$ cat src/hw/static_mem_consts.svh
// Constants of the static memory controller front end.
`ifndef STATIC_MEM_CONSTS_SVH
`define STATIC_MEM_CONSTS_SVH
`define SMC_NUM_CS 6
`define SMC_ADDR_W 26
`define SMC_DATA_W 32
`define SMC_TIME_W 6
`define SMC_PAGE_MIN_BYTES 4
`define SMC_PAGE_MAX_BYTES 32
`define SMC_SLOW_SETUP 6'h00
`define SMC_SLOW_PULSE 6'h01
`define SMC_SLOW_CYCLE 6'h01
`define SMC_RESET_WIDTH 2'h0
`define SMC_RESET_LANE 1'h0
`define SMC_FLOAT_W 4
`endif

$ cat src/hw/static_mem_pkg.sv
// Types of the static memory controller front end.
package static_mem_pkg;
  typedef enum logic [1:0] {
    bus_w8 = 2'h0,
    bus_w16 = 2'h1,
    bus_w32 = 2'h2
  } bus_width_sel_e;
  typedef enum logic {
    lane_sel_mode = 1'h0,
    lane_write_mode = 1'h1
  } lane_access_type_e;
  typedef enum logic [1:0] {
    size_byte = 2'h0,
    size_half = 2'h1,
    size_word = 2'h2
  } xfer_size_e;
endpackage

$ cat src/hw/static_mem_timing_if.sv
// Interface carrying strobe timing between controller and phase counter.
`timescale 1ns/1ns
`default_nettype none
`include "static_mem_consts.svh"
interface static_mem_timing_if;
  logic start;
  logic is_write;
  logic [`SMC_TIME_W-1:0] strobe_setup;
  logic [`SMC_TIME_W-1:0] strobe_pulse;
  logic [`SMC_TIME_W-1:0] cs_setup;
  logic [`SMC_TIME_W-1:0] cs_pulse;
  logic [`SMC_TIME_W-1:0] cycle_len;
  logic hold_off;
  logic strobe_on;
  logic cs_on;
  logic strobe_end;
  logic cycle_done;
  logic busy;
  modport ctrl (
    output start, is_write, strobe_setup, strobe_pulse, cs_setup, cs_pulse, cycle_len,
    output hold_off,
    input strobe_on, cs_on, strobe_end, cycle_done, busy
  );
  modport phase (
    input start, is_write, strobe_setup, strobe_pulse, cs_setup, cs_pulse, cycle_len,
    input hold_off,
    output strobe_on, cs_on, strobe_end, cycle_done, busy
  );
endinterface
`default_nettype wire

$ cat src/hw/static_mem_phase.sv
// Cycle counter producing strobe and chip select phases of one access.
`timescale 1ns/1ns
`default_nettype none
`include "static_mem_consts.svh"
module static_mem_phase (
  input wire logic clock_i,
  input wire logic rst_i,
  static_mem_timing_if.phase tif
);
  logic [`SMC_TIME_W-1:0] count;
  logic running;

  // Hold is what remains of the cycle after setup and pulse.
  assign tif.strobe_on = running && (count >= tif.strobe_setup) &&
    (count < tif.strobe_setup + tif.strobe_pulse);
  assign tif.cs_on = running && (count >= tif.cs_setup) &&
    (count < tif.cs_setup + tif.cs_pulse);
  assign tif.strobe_end = running && (count == tif.strobe_setup + tif.strobe_pulse - 1'b1);
  assign tif.cycle_done = running && !tif.hold_off && (count + 1'b1 >= tif.cycle_len);
  assign tif.busy = running;

  always_ff @(posedge clock_i) begin
    if (rst_i) begin
      running <= 1'b0;
      count <= '0;
    end else if (!running) begin
      running <= tif.start;
      count <= '0;
    end else if (tif.hold_off) begin
      count <= count;
    end else if (tif.cycle_done) begin
      running <= 1'b0;
      count <= '0;
    end else begin
      count <= count + 1'b1;
    end
  end
endmodule
`default_nettype wire

$ cat src/hw/static_mem_byte_lane_ctrl.sv
// Static memory controller front end: chip selects, address, lane pins and data bus.
`timescale 1ns/1ns
`default_nettype none
`include "static_mem_consts.svh"
module static_mem_byte_lane_ctrl
  import static_mem_pkg::*;
#(
  parameter int NUM_CS = `SMC_NUM_CS,
  parameter int ADDR_W = `SMC_ADDR_W,
  parameter int TIME_W = `SMC_TIME_W,
  parameter int FLOAT_W = `SMC_FLOAT_W
) (
  input wire logic clock_i,
  input wire logic rst_i,
  input wire logic req_valid_i,
  input wire logic req_write_i,
  input wire logic [2:0] req_cs_i,
  input wire logic [ADDR_W-1:0] req_addr_i,
  input wire logic [1:0] req_size_i,
  input wire logic [31:0] req_wdata_i,
  input wire logic [2:0] req_burst_len_i,
  input wire logic req_boot_i,
  input wire logic slow_clock_i,
  input wire logic [NUM_CS*2-1:0] bus_width_sel_i,
  input wire logic [NUM_CS-1:0] lane_access_type_i,
  input wire logic [NUM_CS*TIME_W-1:0] read_setup_i,
  input wire logic [NUM_CS*TIME_W-1:0] read_pulse_i,
  input wire logic [NUM_CS*TIME_W-1:0] read_cycle_len_i,
  input wire logic [NUM_CS*TIME_W-1:0] write_setup_i,
  input wire logic [NUM_CS*TIME_W-1:0] write_pulse_i,
  input wire logic [NUM_CS*TIME_W-1:0] write_cycle_len_i,
  input wire logic [NUM_CS*TIME_W-1:0] cs_setup_i,
  input wire logic [NUM_CS*TIME_W-1:0] cs_pulse_i,
  input wire logic [NUM_CS*FLOAT_W-1:0] data_float_i,
  input wire logic ext_wait_n_i,
  input wire logic [31:0] data_in_i,
  output logic req_ready_o,
  output logic resp_valid_o,
  output logic resp_error_o,
  output logic [31:0] resp_rdata_o,
  output logic [NUM_CS-1:0] chip_sel_n_o,
  output logic read_strobe_n_o,
  output logic [ADDR_W-1:2] addr_hi_o,
  output logic pin0_o,
  output logic pin1_o,
  output logic pin2_o,
  output logic pin3_o,
  output logic [31:0] data_out_o,
  output logic data_oe_o
);
  // -----------------------------------------------------------------
  // Helper functions
  // -----------------------------------------------------------------
  function automatic logic [3:0] lane_mask(input logic [1:0] width, input logic [1:0] size,
                                           input logic [1:0] low);
    logic [3:0] m;
    m = 4'h0;
    unique case (size)
      size_byte: m = 4'h1;
      size_half: m = 4'h3;
      default: m = 4'hF;
    endcase
    if (width == bus_w16) begin
      m = (size == size_byte) ? (low[0] ? 4'h2 : 4'h1) : 4'h3;
    end else if (width == bus_w32) begin
      m = 4'((m << (size == size_word ? 2'h0 : (size == size_half ? {low[1], 1'b0} : low))));
    end else begin
      m = 4'h1;
    end
    return m;
  endfunction

  function automatic logic [TIME_W-1:0] pick(input logic [NUM_CS*TIME_W-1:0] v,
                                             input logic [2:0] cs);
    return v[cs*TIME_W +: TIME_W];
  endfunction

  // -----------------------------------------------------------------
  // Access state
  // -----------------------------------------------------------------
  typedef enum logic [1:0] {st_idle, st_access, st_float} state_e;
  state_e state;
  static_mem_timing_if tif();
  logic [2:0] cur_cs;
  logic cur_write;
  logic [1:0] cur_width;
  logic cur_lane_write;
  logic [ADDR_W-1:0] cur_addr;
  logic [1:0] cur_size;
  logic [31:0] cur_wdata;
  logic [3:0] cur_mask;
  logic [2:0] beats_left;
  logic [FLOAT_W-1:0] float_count;
  logic cur_slow;
  logic accept;
  logic refuse;
  logic wait_req;
  logic [ADDR_W-1:0] next_addr;

  assign wait_req = !ext_wait_n_i;
  // Boot through a write-strobe select on a 16- or 32-bit bus cannot work: read data path exists, but loaders
  // rely on lane-select wiring, so the request is answered with an error.
  assign refuse = req_boot_i &&
    (lane_access_type_i[req_cs_i] == lane_write_mode) &&
    (bus_width_sel_i[req_cs_i*2 +: 2] != bus_w8);
  // Ready is high while idle, except the first idle cycle after reset, so a request is only ever taken with ready seen high.
  assign accept = req_ready_o && req_valid_i && (req_cs_i < 3'(NUM_CS)) && !refuse;

  // Page bursts advance by one bus width per beat; the width fixes the step.
  assign next_addr = cur_addr + ADDR_W'(cur_width == bus_w32 ? 4 :
    (cur_width == bus_w16 ? 2 : 1));

  assign tif.start = (state == st_access) && !tif.busy;
  assign tif.is_write = cur_write;
  assign tif.hold_off = wait_req && tif.busy;
  // Slow clock mode overrides every timing the select was programmed with except its float time.
  assign tif.strobe_setup = cur_slow ? `SMC_SLOW_SETUP :
    (cur_write ? pick(write_setup_i, cur_cs) : pick(read_setup_i, cur_cs));
  assign tif.strobe_pulse = cur_slow ? `SMC_SLOW_PULSE :
    (cur_write ? pick(write_pulse_i, cur_cs) : pick(read_pulse_i, cur_cs));
  assign tif.cs_setup = cur_slow ? `SMC_SLOW_SETUP : pick(cs_setup_i, cur_cs);
  assign tif.cs_pulse = cur_slow ? `SMC_SLOW_CYCLE : pick(cs_pulse_i, cur_cs);
  assign tif.cycle_len = cur_slow ? `SMC_SLOW_CYCLE :
    (cur_write ? pick(write_cycle_len_i, cur_cs) : pick(read_cycle_len_i, cur_cs));

  static_mem_phase u_phase (
    .clock_i(clock_i),
    .rst_i(rst_i),
    .tif(tif)
  );

  always_ff @(posedge clock_i) begin
    if (rst_i) begin
      state <= st_idle;
      cur_cs <= 3'h0;
      cur_write <= 1'b0;
      cur_width <= `SMC_RESET_WIDTH;
      cur_lane_write <= `SMC_RESET_LANE;
      cur_addr <= '0;
      cur_size <= 2'h0;
      cur_wdata <= 32'h0;
      cur_mask <= 4'h0;
      beats_left <= 3'h0;
      float_count <= '0;
      cur_slow <= 1'b0;
    end else begin
      unique case (state)
        st_idle: begin
          if (accept) begin
            state <= st_access;
            cur_cs <= req_cs_i;
            cur_write <= req_write_i;
            cur_width <= bus_width_sel_i[req_cs_i*2 +: 2];
            cur_lane_write <= lane_access_type_i[req_cs_i];
            cur_addr <= req_addr_i;
            cur_size <= req_size_i;
            cur_wdata <= req_wdata_i;
            cur_mask <= lane_mask(bus_width_sel_i[req_cs_i*2 +: 2], req_size_i,
                                  req_addr_i[1:0]);
            beats_left <= req_write_i ? 3'h0 : req_burst_len_i;
            cur_slow <= slow_clock_i;
          end
        end
        st_access: begin
          if (tif.cycle_done) begin
            if (beats_left != 3'h0) begin
              beats_left <= beats_left - 3'h1;
              cur_addr <= next_addr;
            end else begin
              state <= st_float;
              float_count <= data_float_i[cur_cs*FLOAT_W +: FLOAT_W];
            end
          end
        end
        st_float: begin
          // Float time keeps the next access off the bus while the device releases it.
          if (float_count == '0) begin
            state <= st_idle;
          end else begin
            float_count <= float_count - 1'b1;
          end
        end
        default: state <= st_idle;
      endcase
    end
  end

  // -----------------------------------------------------------------
  // Request handshake and read data
  // -----------------------------------------------------------------
  logic resp_due;

  always_ff @(posedge clock_i) begin
    if (rst_i) begin
      req_ready_o <= 1'b0;
      resp_due <= 1'b0;
      resp_valid_o <= 1'b0;
      resp_error_o <= 1'b0;
      resp_rdata_o <= 32'h0;
    end else begin
      req_ready_o <= ((state == st_idle) && !accept) ||
        ((state == st_float) && (float_count == '0));
      // The strobe pin is registered, so data is taken one edge after the internal
      // pulse ends: the edge that raises the pin, which also works for one-cycle pulses.
      resp_due <= (state == st_access) && tif.strobe_end && !tif.hold_off;
      resp_valid_o <= 1'b0;
      resp_error_o <= 1'b0;
      if (req_ready_o && req_valid_i && (refuse || req_cs_i >= 3'(NUM_CS))) begin
        resp_valid_o <= 1'b1;
        resp_error_o <= 1'b1;
      end else if (resp_due) begin
        resp_valid_o <= 1'b1;
        resp_rdata_o <= data_in_i;
      end
    end
  end

  // -----------------------------------------------------------------
  // Pin multiplexing
  // -----------------------------------------------------------------
  logic [3:0] lane_on;
  logic wr_on;
  logic rd_on;
  assign wr_on = (state == st_access) && cur_write && tif.strobe_on;
  assign rd_on = (state == st_access) && !cur_write && tif.strobe_on;
  // Lane selects follow the address timing, so they span the whole access.
  assign lane_on = (state == st_access) ? cur_mask : 4'h0;

  always_ff @(posedge clock_i) begin
    if (rst_i) begin
      chip_sel_n_o <= '1;
      read_strobe_n_o <= 1'b1;
      addr_hi_o <= '0;
      pin0_o <= 1'b1;
      pin1_o <= 1'b1;
      pin2_o <= 1'b1;
      pin3_o <= 1'b1;
    end else begin
      chip_sel_n_o <= '1;
      if (state == st_access && tif.cs_on) begin
        chip_sel_n_o[cur_cs] <= 1'b0;
      end
      read_strobe_n_o <= !rd_on;
      addr_hi_o <= cur_addr[ADDR_W-1:2];
      if (cur_width == bus_w8) begin
        pin0_o <= cur_addr[0];
        pin1_o <= !wr_on;
        pin2_o <= cur_addr[1];
        pin3_o <= 1'b1;
      end else if (cur_lane_write == lane_write_mode) begin
        // pin0 is idle here; pin1, pin3 and, on a 32-bit bus, pin2 are write strobes for lanes 0, 1 and 2.
        pin0_o <= 1'b1;
        pin1_o <= !(wr_on && lane_on[0]);
        pin2_o <= (cur_width == bus_w16) ? cur_addr[1] : !(wr_on && lane_on[2]);
        pin3_o <= (cur_width == bus_w16) ? !(wr_on && lane_on[1]) :
          !(wr_on && lane_on[1]);
      end else begin
        pin0_o <= !lane_on[0];
        pin1_o <= !wr_on;
        pin2_o <= (cur_width == bus_w16) ? cur_addr[1] : !lane_on[2];
        pin3_o <= !lane_on[1];
      end
    end
  end

  // -----------------------------------------------------------------
  // Data bus drive
  // -----------------------------------------------------------------
  always_ff @(posedge clock_i) begin
    if (rst_i) begin
      data_out_o <= 32'h0;
      data_oe_o <= 1'b0;
    end else begin
      data_out_o <= cur_wdata;
      // Drive from the end of setup to the end of the cycle, as write devices need.
      data_oe_o <= (state == st_access) && cur_write && tif.busy &&
        (tif.strobe_on || (data_oe_o && !tif.cycle_done));
    end
  end
endmodule
`default_nettype wire

$ cat config.mk
export PLATFORM = sky130hd
export DESIGN_NAME = static_mem_byte_lane_ctrl
export DESIGN_NICKNAME = d
export VERILOG_FILES = /design/src/hw/static_mem_pkg.sv /design/src/hw/static_mem_timing_if.sv /design/src/hw/static_mem_phase.sv /design/src/hw/static_mem_byte_lane_ctrl.sv
export VERILOG_INCLUDE_DIRS = /design/src /design/src/hw
export SDC_FILE = /design/constraint.sdc
export NUM_CORES = 1
export LEC_CHECK = 0
export BUFFER_PORTS_ARGS = -buffer_cell sky130_fd_sc_hd__buf_2
export CORE_AREA = 2 2 208 210
export DETAILED_ROUTE_END_ITERATION = 10
export DIE_AREA = 0 0 210 212
export GPL_TIMING_DRIVEN = 0
export HOLD_SLACK_MARGIN = 0.02
export PLACE_DENSITY = 0.58
export SETUP_SLACK_MARGIN = 0.2
export SLEW_MARGIN = 20
export SYNTH_ARGS = -nofsm -noshare
export SYNTH_HDL_FRONTEND = slang
export SYNTH_HIERARCHICAL = 1
export SYNTH_SLANG_ARGS = --single-unit
$ cat constraint.sdc
create_clock -name clock_i -period 4.7 [get_ports clock_i]
set_input_delay 0.47 -clock clock_i [delete_from_list [all_inputs] [get_ports clock_i]]
set_output_delay 0.47 -clock clock_i [all_outputs]
set_load 0.05 [all_outputs]
==> impl_results.md <==
* Synth Cell Area at about 0.011 mm^2
* Post-synth EDFFs at 0
* Syn avg cell area at between 8 and 9 um^2
* Period minus WS final at 4.39 ns
* Adder-cell share of the synthesized area at 0.0625
* Hold buffers post-CTS at 0
* Overall die height at 212 um
* Final period util at 0.934
* Worst vdd ir at between 200 and 250 uV
* Drt via density at about 5
* Startpoint types: flop
* Drt pass-1 iters at 5
* Clock Root Buffer: clkbuf_16
* Vias in the first global route at roughly 12000
* DIE AREA at between 0.04 and 0.05 mm^2
* Die W at 210 um
* Total global routing overflow at 0
* H-tree levels at 4
* Total Wirelength at between 50000 and 60000 um
* Reg clk slew, reported paths at 0.08 ns
* Critical path capture point type: flop
* Utilization after layout at 0.371
* Synth warn at 6
* Post-detail-place hpwl at around 45000 um
* Share of post-route cells with drive strength above 1 at 0.399
* Clock Tree Buf Depth at 2
* Synth top area cells: dfxtp_1, mux4_2, mux2i_1, ha_1, a21oi_1
* First-pass GRT wire length at about 75000 um
* FF+latch count, synth at roughly 190
* Detailed-route DRC error count at 0
* Top Ports at approximately 540
* Relative slew margins at 0.419
* Fmax at 228 MHz
* Simple-gate area share of the yosys netlist at 0.189
* Initial Utilization at 0.263
* Clk_skew at 0.0117 ns
* Async SR Flop Fraction at 0
* Mux contribution to synthesized area at 0.170
* RSZ-0062 raised after global routing: yes
* Starting DRT DRC Count at about 780
* Status: finished clean
* HP Class: input pin to flop
* GPL Wtd Cong at ~1
* Final Hold Viols at 0
* Sequential-to-total area share from yosys stat at 0.339
* LEAKAGE at 7.19 nW
* Post-synth top area share at 0.339
* Row cnt at 76
* Max-cap violations at 0
* Layout area overhead at 41.0%
* Via count at approximately 12000
* Core Area at 0.0425 mm^2
* Slew @ Worst Pin at around 0.86 ns
* Final setup viols at 0
* CTS tree: yes
* Hold WS at approximately 0.23 ns
* Drt wl/cell at 21.9 um
* Finished Layout Cells at about 2400
* Largest family of logic cells by synthesized area: simple AND/OR/NAND/NOR gates
* Worst Path Required at approximately 5.0 ns
* Nets@finish at between 2000 and 2500
* Synth Area in Compound Gates at 0.170
* Post-placement cell count at 2351
* IO buf count at 537
* CTS Buf Count at 17
* Mapped Nets at between 1500 and 2000
* Netlist cell types at 77
* Pins Over Slew Limit at 0
* Main synth FF type: dfxtp_1
* PwrDens at ~300 mW/mm^2
* Clk sinks at between 150 and 200
* Mapped Cells at roughly 1300
* Critical path class: flop to flop
* Critical path arrival at roughly 4.7 ns
* Worst skew pair latency at 0.44 ns
* Yosys top cell by area: dfxtp_1
* Largest net degree at the start of global routing at 22
* Post-Synth XOR/XNOR Area at 0.0211
* Global router's overall resource usage at 0.231
* Initial antenna violation count at 33
* Final ANT Viol Nets at 0
* CP Max Fanout at 5
## synthesized netlist by cell type, types with 6 or more instances
master	instances
inv_1	44
xor2_1	8
ha_1	51
nor4_1	7
buf_1	10
o21a_1	6
dfxtp_1	189
nand2_1	143
xnor2_1	17
a21oi_1	111
nand3_1	13
a211oi_1	17
o22ai_1	11
o21ai_0	30
and2_1	9
nor2b_1	64
a31oi_1	16
buf_2	15
mux2i_1	80
mux2_2	12
mux4_2	42
o32ai_1	6
nor2_1	116
or3_1	6
nor3_1	29
clkbuf_1	61
o31ai_1	12
nand4_1	8
a22oi_1	28
a21o_1	10
nand2b_1	9
## logic make-up after synthesis
kind of cell / after synthesis
xor gates and xnor gates: 26
buffers and inverters: 135
AOI/OAI and AO/OA: 292
muxes: 135
adders and majority gates: 54
and+or+nand+nor: 437
DFF: 189
## report_power, final
group,switching (W),total (W),internal (W)
sequential,0.0000406,0.00171,0.00167
clock,0.000755,0.00150,0.000747
combinational,0.000869,0.00155,0.000677
## critical path, stage by stage (launching register included)
cell and delay, ns:
dfxtp_2 0.36, buf_8 0.15, buf_12 0.13, mux4_2 0.52, mux2i_4 0.22, nor2_4 0.06
a21oi_2 0.13, nor2_2 0.06, ha_2 0.20, inv_2 0.06, fa_2 0.47, ha_4 0.22
nor2b_1 0.12, o21a_1 0.17, o21a_1 0.17, o21a_1 0.16, o21a_1 0.21, a2111oi_4 0.18
buf_4 0.19, nand2_2 0.06, a21oi_2 0.18, nand3_1 0.09, o21ai_1 0.08, nand2_1 0.06
## routing by layer
metal | global-route usage | part of all wire | up-vias
met2 | 0.409 | 0.50 | 544
met3 | 0.0467 | 0.063 | 112
met5 | 0 | 0.00071 | -
met1 | 0.261 | 0.38 | 5716
met4 | 0.128 | 0.056 | 8
li1 | - | - | 5753
## cell type report
cell class | instances | area [um^2]
Fill cell | 4475 | 26800
Multi-Input combinational cell | 944 | 7010
Sequential cell | 189 | 3790
Timing Repair Buffer | 558 | 2870
Tap cell | 546 | 683
Buffer | 91 | 553
Clock buffer | 18 | 439
Clock inverter | 14 | 190
Inverter | 44 | 165
Antenna cell | 23 | 57.6
## state kept, by name, summed over array words and instances (netlist names), 2 cells and up
register       flops
cur_wdata         32
data_out_o        32
resp_rdata_o      32
cur_addr          26
addr_hi_o         24
chip_sel_n_o       6
u_phase/count      6
float_count        4
beats_left         3
cur_cs             3
cur_mask           3
cur_width          2
state              2
## final timing paths
path | start | end | slack, ns | cells past startpoint
min | rst_i | u_phase/tif.busy | 0.23 | 2
max | cur_write | pin2_o | 0.31 | 23
min reg2reg | cur_mask[1] | pin3_o | 0.41 | 1
max reg2reg | cur_write | pin2_o | 0.31 | 23
## repair_timing
action / CTS / global route
resized for setup: 68 / 49
pin swaps: 4 / 13
setup buffers: 6 / 15
endpoints found under the setup margin: 46 / 39
hold endpoints to repair: 0 / 0
## through the flow
step / setup TNS (ns) / setup slack (ns) / area (um^2) / total power [W]
floorplan: 0 / 0.259 / 11200 / 0.00264
global placement: -26.59 / -1.36 / 14600 / 0.00314
detailed placement: -25.03 / -1.34 / 14600 / 0.00316
CTS: 0 / 0.0886 / 15400 / 0.00471
global route: 0 / 0.0877 / 15700 / 0.00502
finish: 0 / 0.311 / 15800 / 0.00476
## cells in the final DEF, fill, tap and decap left out, drive strengths merged, types with 4 or more instances in the layout
cell type / instances
nor4: 8
a31oi: 16
mux2i: 81
a311oi: 4
o211ai: 4
nand3: 16
o22ai: 11
a211oi: 17
clkbuf: 75
clkinv: 8
xor2: 9
mux4: 42
or4: 4
nor3: 32
mux2: 12
buf: 592
nand2b: 9
a22oi: 28
diode: 23
and2: 9
and3: 4
a21oi: 114
o31ai: 13
nor2: 118
dfxtp: 189
o31a: 4
nor2b: 64
inv: 50
ha: 51
nand4: 8
o21a: 6
o21ai: 31
o32ai: 6
a21o: 10
nand2: 143
or3: 6
a32oi: 4
xnor2: 17
Power figures use the tool's default switching activity.
